<file path="src/inc/qubp_pkg.sv">
// constants and types shared by the host bus port
package qubp_pkg;
    localparam int          NUM_CHAN      = 4;
    localparam int          DATA_W        = 8;
    localparam int          IDX_W         = 3;
    localparam int          REGS_PER_CHAN = 8;
    localparam int          MEM_AW        = 5;
    localparam int          GATE_BIT      = 3;
    localparam logic [2:0]  MODEM_CTRL_IDX = 3'h4;
    localparam logic [7:0]  REG_RESET     = 8'h00;
    localparam logic [7:0]  MODEM_CTRL_RESET = 8'h00;
    localparam logic [0:0]  FORCE_TIE_NONE = 1'b0;
    typedef enum logic [1:0] {
        FORCE_PIN,
        FORCE_TIE_HIGH,
        FORCE_TIE_LOW
    } qubp_force_t;
    typedef enum {
        ST_IDLE,
        ST_READ,
        ST_WRITE
    } qubp_state_t;
endpackage : qubp_pkg

</file>
<file path="src/inc/qubp_mem_if.sv">
// interface between access engine and register store
`timescale 1ns/1ns
interface qubp_mem_if;
    import qubp_pkg::*;
    logic                 wrEn;
    logic [MEM_AW-1:0]    wrAddr;
    logic [DATA_W-1:0]    wrData;
    logic [MEM_AW-1:0]    rdAddr;
    logic [DATA_W-1:0]    rdData;
    modport engine (output wrEn, output wrAddr, output wrData,
                    output rdAddr, input rdData);
    modport store  (input wrEn, input wrAddr, input wrData,
                    input rdAddr, output rdData);
endinterface : qubp_mem_if

</file>
<file path="src/rtl/qubp_host_port.sv">
// host parallel bus port: strobe and direction-line styles, irq pins
`timescale 1ns/1ns

// Notes on behaviour
// - bus style input high picks strobe style, low picks direction-line style
// - strobe style read falls, indexed byte driven, host samples on rise
// - strobe style write falls starts cycle, rise stores data byte
// - direction-line style write strobe is direction: high read, low write
// - strobe style has four active-low selects, one per channel
// - direction-line style uses first select as device select
// - direction-line style uses second and third selects as channel bits
// - strobe style irq pin driven when gate bit or force set, floats otherwise
// - direction-line style first irq is shared open-drain active low
// - build option may tie force input high or low
// - eight-bit data bus driven only during reads
// - three index lines pick register inside the selected channel
module qubp_host_port #(
    parameter qubp_pkg::qubp_force_t FORCE_TIE = qubp_pkg::FORCE_PIN
) (
    input  wire logic                          core_clk,
    input  wire logic                          rst_n,
    input  wire logic                          busStyleSel,
    input  wire logic                          read_strobe_n,
    input  wire logic                          write_strobe_n,
    input  wire logic                          chan_select_a_n,
    input  wire logic                          chan_select_b_n,
    input  wire logic                          chan_select_c_n,
    input  wire logic                          chan_select_d_n,
    input  wire logic [qubp_pkg::IDX_W-1:0]    reg_index,
    input  wire logic [qubp_pkg::DATA_W-1:0]   dataIn,
    output logic      [qubp_pkg::DATA_W-1:0]   dataOut,
    output logic                               dataOe_n,
    input  wire logic                          irq_force_enable,
    input  wire logic [qubp_pkg::NUM_CHAN-1:0] chanIrqReq,
    output logic      [qubp_pkg::NUM_CHAN-1:0] chanIrqOut,
    output logic      [qubp_pkg::NUM_CHAN-1:0] chanIrqOe_n
);
    import qubp_pkg::*;

    localparam int SYNC_W = 8 + IDX_W + DATA_W;

    logic [SYNC_W-1:0] rawPins;
    logic [SYNC_W-1:0] syncPins;
    logic [SYNC_W-1:0] pinReset;
    logic              sStyle;
    logic              sRd_n;
    logic              sWr_n;
    logic [3:0]        sCs_n;
    logic [IDX_W-1:0]  sIdx;
    logic [DATA_W-1:0] sData;
    logic              sForce;

    assign rawPins = {busStyleSel, read_strobe_n, write_strobe_n,
                      chan_select_d_n, chan_select_c_n,
                      chan_select_b_n, chan_select_a_n,
                      reg_index, dataIn, irq_force_enable};
    // strobes and selects idle high after reset, style defaults to strobe
    assign pinReset = {1'b1, 1'b1, 1'b1, 4'hf,
                       {IDX_W{1'b0}}, {DATA_W{1'b0}}, 1'b0};
    assign {sStyle, sRd_n, sWr_n, sCs_n, sIdx, sData, sForce} = syncPins;

    // strobes are asynchronous to core_clk
    qubp_sync #(.W(SYNC_W)) uSync (
        .core_clk (core_clk),
        .rst_n    (rst_n),
        .asyncIn  (rawPins),
        .resetVal (pinReset),
        .syncOut  (syncPins)
    );

    qubp_mem_if memBus ();

    qubp_reg_store uStore (
        .core_clk (core_clk),
        .rst_n    (rst_n),
        .mem      (memBus)
    );

    // decode active channel one-hot from selects in either style
    function automatic logic [NUM_CHAN-1:0] chanDecode(
        input logic       style,
        input logic [3:0] cs_n
    );
        logic [NUM_CHAN-1:0] hot;
        hot = '0;
        if (style) begin
            hot = ~cs_n;
            if ($countones(hot) != 1) begin
                hot = '0;
            end
        end else if (!cs_n[0]) begin
            hot = NUM_CHAN'(1) << {cs_n[2], cs_n[1]};
        end
        return hot;
    endfunction : chanDecode

    function automatic logic [1:0] hotToNum(input logic [NUM_CHAN-1:0] hot);
        logic [1:0] n;
        n = 2'h0;
        for (int i = 0; i < NUM_CHAN; i++) begin
            if (hot[i]) begin
                n = 2'(i);
            end
        end
        return n;
    endfunction : hotToNum

    qubp_state_t         state_reg;
    qubp_state_t         state_next;
    logic [1:0]          chan_reg;
    logic [1:0]          chan_next;
    logic [IDX_W-1:0]    idx_reg;
    logic [IDX_W-1:0]    idx_next;
    logic [DATA_W-1:0]   wrData_reg;
    logic [DATA_W-1:0]   wrData_next;
    logic                dataOe_n_reg;
    logic                dataOe_n_next;
    logic                rdValid_reg;
    logic                rdValid_next;
    logic [NUM_CHAN-1:0] gate_reg;
    logic [NUM_CHAN-1:0] gate_next;
    logic                wrEn;
    logic [NUM_CHAN-1:0] selHot;
    logic                rdActive;
    logic                wrActive;

    always_comb begin
        selHot   = chanDecode(sStyle, sCs_n);
        rdActive = 1'b0;
        wrActive = 1'b0;
        if (sStyle) begin
            rdActive = (|selHot) && !sRd_n && sWr_n;
            wrActive = (|selHot) && !sWr_n && sRd_n;
        end else begin
            // read strobe ignored here; fourth select ignored
            // access only with device select low
            rdActive = !sCs_n[0] && sWr_n;
            wrActive = !sCs_n[0] && !sWr_n;
        end
    end

    always_comb begin
        state_next    = state_reg;
        chan_next     = chan_reg;
        idx_next      = idx_reg;
        wrData_next   = wrData_reg;
        dataOe_n_next = 1'b1;
        rdValid_next  = 1'b0;
        wrEn          = 1'b0;
        unique case (state_reg)
            ST_IDLE: begin
                if (rdActive) begin
                    state_next = ST_READ;
                end else if (wrActive) begin
                    state_next = ST_WRITE;
                end
                chan_next = hotToNum(selHot);
                idx_next  = sIdx;
            end
            ST_READ: begin
                rdValid_next  = 1'b1;
                dataOe_n_next = !rdValid_reg;
                if (!rdActive) begin
                    state_next    = ST_IDLE;
                    dataOe_n_next = 1'b1;
                end
            end
            ST_WRITE: begin
                wrData_next = sData;
                if (!wrActive) begin
                    wrEn       = 1'b1;
                    state_next = ST_IDLE;
                end
            end
        endcase
        gate_next = gate_reg;
        if (wrEn && idx_reg == MODEM_CTRL_IDX) begin
            gate_next[chan_reg] = wrData_reg[GATE_BIT];
        end
    end

    // the write takes the data seen one cycle before the strobe rose
    assign memBus.wrEn   = wrEn;
    assign memBus.wrAddr = {chan_reg, idx_reg};
    assign memBus.wrData = wrData_reg;
    assign memBus.rdAddr = {chan_reg, idx_reg};

    always_ff @(posedge core_clk) begin
        if (!rst_n) begin
            state_reg    <= ST_IDLE;
            chan_reg     <= 2'h0;
            idx_reg      <= '0;
            wrData_reg   <= REG_RESET;
            dataOe_n_reg <= 1'b1;
            rdValid_reg  <= 1'b0;
            gate_reg     <= {NUM_CHAN{MODEM_CTRL_RESET[GATE_BIT]}};
        end else begin
            state_reg    <= state_next;
            chan_reg     <= chan_next;
            idx_reg      <= idx_next;
            wrData_reg   <= wrData_next;
            dataOe_n_reg <= dataOe_n_next;
            rdValid_reg  <= rdValid_next;
            gate_reg     <= gate_next;
        end
    end

    logic [DATA_W-1:0]   dataOut_reg;
    logic [DATA_W-1:0]   dataOut_next;
    logic [NUM_CHAN-1:0] irqOut_reg;
    logic [NUM_CHAN-1:0] irqOut_next;
    logic [NUM_CHAN-1:0] irqOe_n_reg;
    logic [NUM_CHAN-1:0] irqOe_n_next;
    logic                forceEff;

    always_comb begin
        unique case (FORCE_TIE)
            FORCE_TIE_HIGH: forceEff = 1'b1;
            FORCE_TIE_LOW:  forceEff = 1'b0;
            default:        forceEff = sForce;
        endcase
        dataOut_next = rdValid_reg ? memBus.rdData : dataOut_reg;
        irqOut_next  = '0;
        irqOe_n_next = '1;
        if (sStyle) begin
            for (int i = 0; i < NUM_CHAN; i++) begin
                // force overrides gate; gate enables pin
                irqOut_next[i]  = chanIrqReq[i];
                irqOe_n_next[i] = !(forceEff || gate_reg[i]);
            end
        end else begin
            // open drain, pulls low on any request
            // force input assumed low here, so ignored
            irqOut_next[0]  = 1'b0;
            irqOe_n_next[0] = !(|chanIrqReq);
            irqOe_n_next[NUM_CHAN-1:1] = '0;
        end
    end

    always_ff @(posedge core_clk) begin
        if (!rst_n) begin
            dataOut_reg <= REG_RESET;
            irqOut_reg  <= '0;
            irqOe_n_reg <= '1;
        end else begin
            dataOut_reg <= dataOut_next;
            irqOut_reg  <= irqOut_next;
            irqOe_n_reg <= irqOe_n_next;
        end
    end

    assign dataOut     = dataOut_reg;
    assign dataOe_n    = dataOe_n_reg;
    assign chanIrqOut  = irqOut_reg;
    assign chanIrqOe_n = irqOe_n_reg;

    a_write_stores: assert property (@(posedge core_clk) disable iff (!rst_n)
        state_reg == ST_WRITE && !wrActive |-> wrEn && $past(wrActive))
        else $error("write not stored on strobe release");
    a_read_drive: assert property (@(posedge core_clk) disable iff (!rst_n)
        state_reg == ST_READ && rdActive ##1 state_reg == ST_READ
        && rdActive |=> !dataOe_n)
        else $error("bus not driven during held read");
    a_bus_float: assert property (@(posedge core_clk) disable iff (!rst_n)
        $past(state_reg) != ST_READ |-> dataOe_n)
        else $error("bus driven outside read");
    a_gate_enable: assert property (@(posedge core_clk) disable iff (!rst_n)
        sStyle && $stable(sStyle) && gate_reg[1] |=> !chanIrqOe_n[1])
        else $error("gated irq pin not driven");
    a_force_enable: assert property (@(posedge core_clk) disable iff (!rst_n)
        sStyle && forceEff |=> chanIrqOe_n == '0)
        else $error("forced irq pins not driven");
    a_unused_low: assert property (@(posedge core_clk) disable iff (!rst_n)
        !sStyle |=> chanIrqOe_n[3:1] == '0 && chanIrqOut[3:1] == '0)
        else $error("unused irq pins not low");
    a_shared_irq: assert property (@(posedge core_clk) disable iff (!rst_n)
        !sStyle && (|chanIrqReq) |=> !chanIrqOe_n[0] && !chanIrqOut[0])
        else $error("shared irq not pulled low");
    a_devsel_gate: assert property (@(posedge core_clk) disable iff (!rst_n)
        !sStyle && sCs_n[0] |-> !rdActive && !wrActive)
        else $error("access without device select");
    a_chan_decode: assert property (@(posedge core_clk) disable iff (!rst_n)
        !sStyle && !sCs_n[0] |-> selHot[{sCs_n[2], sCs_n[1]}])
        else $error("channel bits decode wrong");
endmodule : qubp_host_port

</file>
<file path="src/rtl/qubp_reg_store.sv">
// channel register storage, registered read data
`timescale 1ns/1ns
module qubp_reg_store (
    input wire logic     core_clk,
    input wire logic     rst_n,
    qubp_mem_if.store    mem
);
    import qubp_pkg::*;
    logic [DATA_W-1:0] memArr [NUM_CHAN*REGS_PER_CHAN];
    logic [DATA_W-1:0] rdData_reg;
    logic [DATA_W-1:0] rdData_next;

    always_comb begin
        rdData_next = memArr[mem.rdAddr];
        if (mem.wrEn && mem.wrAddr == mem.rdAddr) begin
            rdData_next = mem.wrData;
        end
    end

    always_ff @(posedge core_clk) begin
        if (mem.wrEn) begin
            memArr[mem.wrAddr] <= mem.wrData;
        end
        if (!rst_n) begin
            rdData_reg <= REG_RESET;
        end else begin
            rdData_reg <= rdData_next;
        end
    end

    assign mem.rdData = rdData_reg;
endmodule : qubp_reg_store

</file>
<file path="src/rtl/qubp_sync.sv">
// two-flop synchroniser for a vector of pins
`timescale 1ns/1ns
module qubp_sync #(
    parameter int W = 1
) (
    input  wire logic         core_clk,
    input  wire logic         rst_n,
    input  wire logic [W-1:0] asyncIn,
    input  wire logic [W-1:0] resetVal,
    output logic      [W-1:0] syncOut
);
    logic [W-1:0] stage1_reg;
    logic [W-1:0] stage2_reg;
    logic [W-1:0] stage1_next;
    logic [W-1:0] stage2_next;

    always_comb begin
        stage1_next = asyncIn;
        stage2_next = stage1_reg;
    end

    // reset value is a constant at each instance
    always_ff @(posedge core_clk) begin
        if (!rst_n) begin
            stage1_reg <= resetVal;
            stage2_reg <= resetVal;
        end else begin
            stage1_reg <= stage1_next;
            stage2_reg <= stage2_next;
        end
    end

    assign syncOut = stage2_reg;
endmodule : qubp_sync

</file>
<file path="config.mk">
export PLATFORM = sky130hd
export DESIGN_NAME = qubp_host_port
export DESIGN_NICKNAME = d
export VERILOG_FILES = /design/src/inc/qubp_pkg.sv /design/src/inc/qubp_mem_if.sv /design/src/rtl/qubp_host_port.sv /design/src/rtl/qubp_reg_store.sv /design/src/rtl/qubp_sync.sv
export SDC_FILE = /design/constraint.sdc
export NUM_CORES = 1
export LEC_CHECK = 0
export BUFFER_PORTS_ARGS = -buffer_cell sky130_fd_sc_hd__buf_2
export CAP_MARGIN = 10
export CORE_UTILIZATION = 35
export CTS_CLUSTER_SIZE = 12
export DETAILED_ROUTE_END_ITERATION = 7
export GPL_TIMING_DRIVEN = 0
export PLACE_DENSITY = 0.54
export SYNTH_ARGS = -nofsm -noshare
export SYNTH_HDL_FRONTEND = slang
export SYNTH_SLANG_ARGS = --single-unit
</file>
<file path="constraint.sdc">
create_clock -name core_clk -period 4 [get_ports core_clk]
set_clock_uncertainty 0.2 [all_clocks]
set_input_delay 0.8 -clock core_clk [delete_from_list [all_inputs] [get_ports core_clk]]
set_output_delay 0.8 -clock core_clk [all_outputs]
set_load 0.05 [all_outputs]
</file>
==> qor.txt <==
IO Port Bufs: 41
# hold bufs at CTS: 0
H-Tree Depth: 2
Die H: 195 microns
Post-Syn Area per Cell: 16.1 sq um
Final setup violation count: 0
Number of global-route vias before repair: 7334
Die area: 0.0382 sq mm
Fin. Hold Viols: 0
Vias/cell: 5.24
Post-Place Setup Slack: -0.333 ns
Initial antenna violation count: 1
Final WS setup: 0.176 ns
Top_reg_cell synth: edfxtp_1
Post-synth EDFFs: 256
Clock latency reported for the late side of the worst-skew pair: 0.52 ns
Vias: 7351
Async SR Flop Fraction: 0%
Pwr Density: 507 mW/mm^2
Layout cells sized above 1: 22.4%
Post-synthesis sequential area ratio: 71.4%
Grt ovf: 0
Total power: 0.00782 W
Ant diodes: 0
CP Data Arrival Time: 3.89 ns
Biggest area consumer among synthesized cells: edfxtp_1
Max Slew Vio Count: 0
Worst EP required: 4.07 ns
Internal: 0.00593 W
CP Capture Type: flop
Worst R2R Path Depth: 11
Register-to-Register Setup Slack: 0.18 ns
Worst R2R Start: uSync.syncOut[12]
Nets: 943
Hold_sp: uSync.stage1_reg[15]
Tmin final: 3.82 ns
Final Instance Area: 0.0154 sq mm
Maximum VDD drop: 0.000283 V
Most instantiated library cell after synthesis: edfxtp_1
CTS tree: done
First-pass GRT wire length: 47.0 mm
Synthesized flop and latch total: 339
DRC Markers: 0
Final period utilization: 95.6%
Psw: 0.00189 W
Final wirelength: 32.0 mm
Area delta synth->final: 17.7%
Initial DRC Count: 540
Startpoint Class: flop
TritonCTS sink count: 339
Post-synthesis cell area: 0.0131 sq mm
Cell count after synthesis: 812
Part of the power in registers: 50.2%
Post-synth top cells: edfxtp_1 (256), mux2i_1 (98), dfxtp_1 (83), o22ai_1 (33), nor2_1 (29)
Max reg flops: 256
Fill count: 3326
Row cnt: 70
Placed inst area: 0.0141 sq mm
Unique masters post-synth: 60
Starting Density: 35.7%
Outcome: completed
Reg-to-reg endpoint: uStore.memArr[8][3]
Hold EP: uSync.syncOut[15]
Die Width: 195 microns
Ys Warns: 0
Power share of the combinational group: 10.8%
Cts bufs inserted: 36
I/O pins: 42
Largest net degree at the start of global routing: 35
RSZ-0062 raised after global routing: no
RePlAce Congestion: 0.854
Dpl hpwl: 21.2 mm
DRT Pass-1 Iters: 5
Clock buffer depth: 3
DR WL/cell: 22.8 microns
Fmax: 0.262 GHz
Hold depth: 1
Slew Limit Headroom: 36.9%
Worst slew pin tran: 0.946 ns
Core Region: 0.0367 sq mm
Root buf cell: clkbuf_16
Final Util: 42.0%
Min Hold Slack: 0.203 ns
Static Leak: 5.07 nW
Net Count, Synth: 843
Max Cap Violations: 0
Switching share of power: 24.2%
CP max FO: 10
Worst hold path class: reg2reg
Share of total power in the clock network: 39.0%
Top cell type's share of synthesized area: 58.7%
Clock-pin slew on the worst setup and hold paths: 0.06 ns
GRT Resource Usage Total: 16.8%
Synth area leaders: edfxtp_1 (59%), dfxtp_1 (13%), mux2i_1 (7.5%)
Setup CP Type: reg2reg
ANT nets after route: 0
[layout by cell type, fill, tap and decap left out, types with 7 or more instances in the layout]
cell       Yosys  final
edfxtp_1     256    256
mux2i_1       98     98
dfxtp_1       83     83
buf_2         18     59
clkbuf_16      0     36
o22ai_1       33     33
clkbuf_1      16     29
and2_1        27     27
nor2b_1       25     25
nand2b_1      19     19
nand2_1       19     19
mux4_2        19     19
buf_4          5     18
nor2_2         0     17
o21ai_0       16     16
mux2_2        11     11
buf_6          9      9
nand3_1       10      9
inv_1          8      8
or4_1          8      8
a21oi_1        7      7
nor2_4         0      7
a221oi_1       7      7
buf_16         0      7
[power by group through the flow]
stage | sequential (W) | combinational [W] | clock, W
2_1_floorplan | 0.00400 | 0.000472 | 0
3_3_place_gp | 0.00402 | 0.000752 | 0
3_5_place_dp | 0.00401 | 0.000785 | 0
4_1_cts | 0.00394 | 0.000805 | 0.00311
5_1_grt | 0.00393 | 0.000892 | 0.00325
6_report | 0.00392 | 0.000844 | 0.00305
[worst max-delay path by stage]
stage | slack (ns) | depth (start not counted) | startpoint | end
2_1_floorplan | 0.48 | 10 | uSync.syncOut[12] | uStore.memArr[0][0]
3_3_place_gp | -0.88 | 10 | uSync.syncOut[12] | uStore.memArr[16][1]
3_5_place_dp | -0.33 | 9 | uSync.syncOut[12] | uStore.memArr[2][2]
4_1_cts | 0.03 | 9 | uSync.syncOut[12] | uStore.memArr[11][3]
5_1_grt | 0.007 | 11 | uSync.syncOut[12] | uStore.mem.rdData[6]
6_report | 0.18 | 11 | uSync.syncOut[12] | uStore.memArr[8][3]
[cell type report]
class,instances,area (sq um),area share [%]
clock inverter,8,51.3,0.333
clock buffer,54,1020,6.61
multi-input combinational,415,3550,23.1
buffer,50,309,2.01
inverter,8,30.0,0.195
sequential,339,9350,60.7
timing repair buffer,62,510,3.31
tap,468,586,3.80
[kinds of logic (layout without fill, tap and decap cells)]
group | Yosys count | in the layout | synth area share (%)
multiplexers | 129 | 129 | 11.8
AO/OA/AOI/OAI | 98 | 98 | 5.06
XOR/XNOR | 1 | 1 | 0.0669
buffers and inverters | 58 | 182 | 2.59
adder cells (fa/ha/maj) | 6 | 6 | 0.631
AND/OR/NAND/NOR | 181 | 181 | 8.46
flip-flops | 339 | 339 | 71.4
[worst max-delay path: stages (launching register included)]
cell	delay, ns
dfxtp_1	0.38
inv_1	0.08
fa_1	0.48
ha_1	0.20
ha_1	0.32
nand4bb_1	0.21
a21o_1	0.21
o21ai_1	0.46
buf_2	0.35
buf_2	0.35
nor4_2	0.14
buf_4	0.20
[timing repair]
action | CTS | global route
setup buffers | 6 | 0
resized for setup | 32 | 2
setup endpoints to repair | 192 | 84
pin swaps | 1 | 0
[per-layer routing]
metal	up-vias	track usage [%]	wire, microns
met2	201	26.3	14600
li1	3352	-	-
met1	3733	23.9	15000
met5	-	0	11
met3	63	2.94	1610
met4	2	5.05	800
[per-stage QoR]
step / cells / setup TNS (ns)
5_1_grt: 1404 / 0
3_5_place_dp: 1331 / -42.53
4_1_cts: 1399 / 0
6_report: 1404 / 0
2_1_floorplan: 812 / 0
3_3_place_gp: 1321 / -57.92
(Power assumes the default switching activity.)
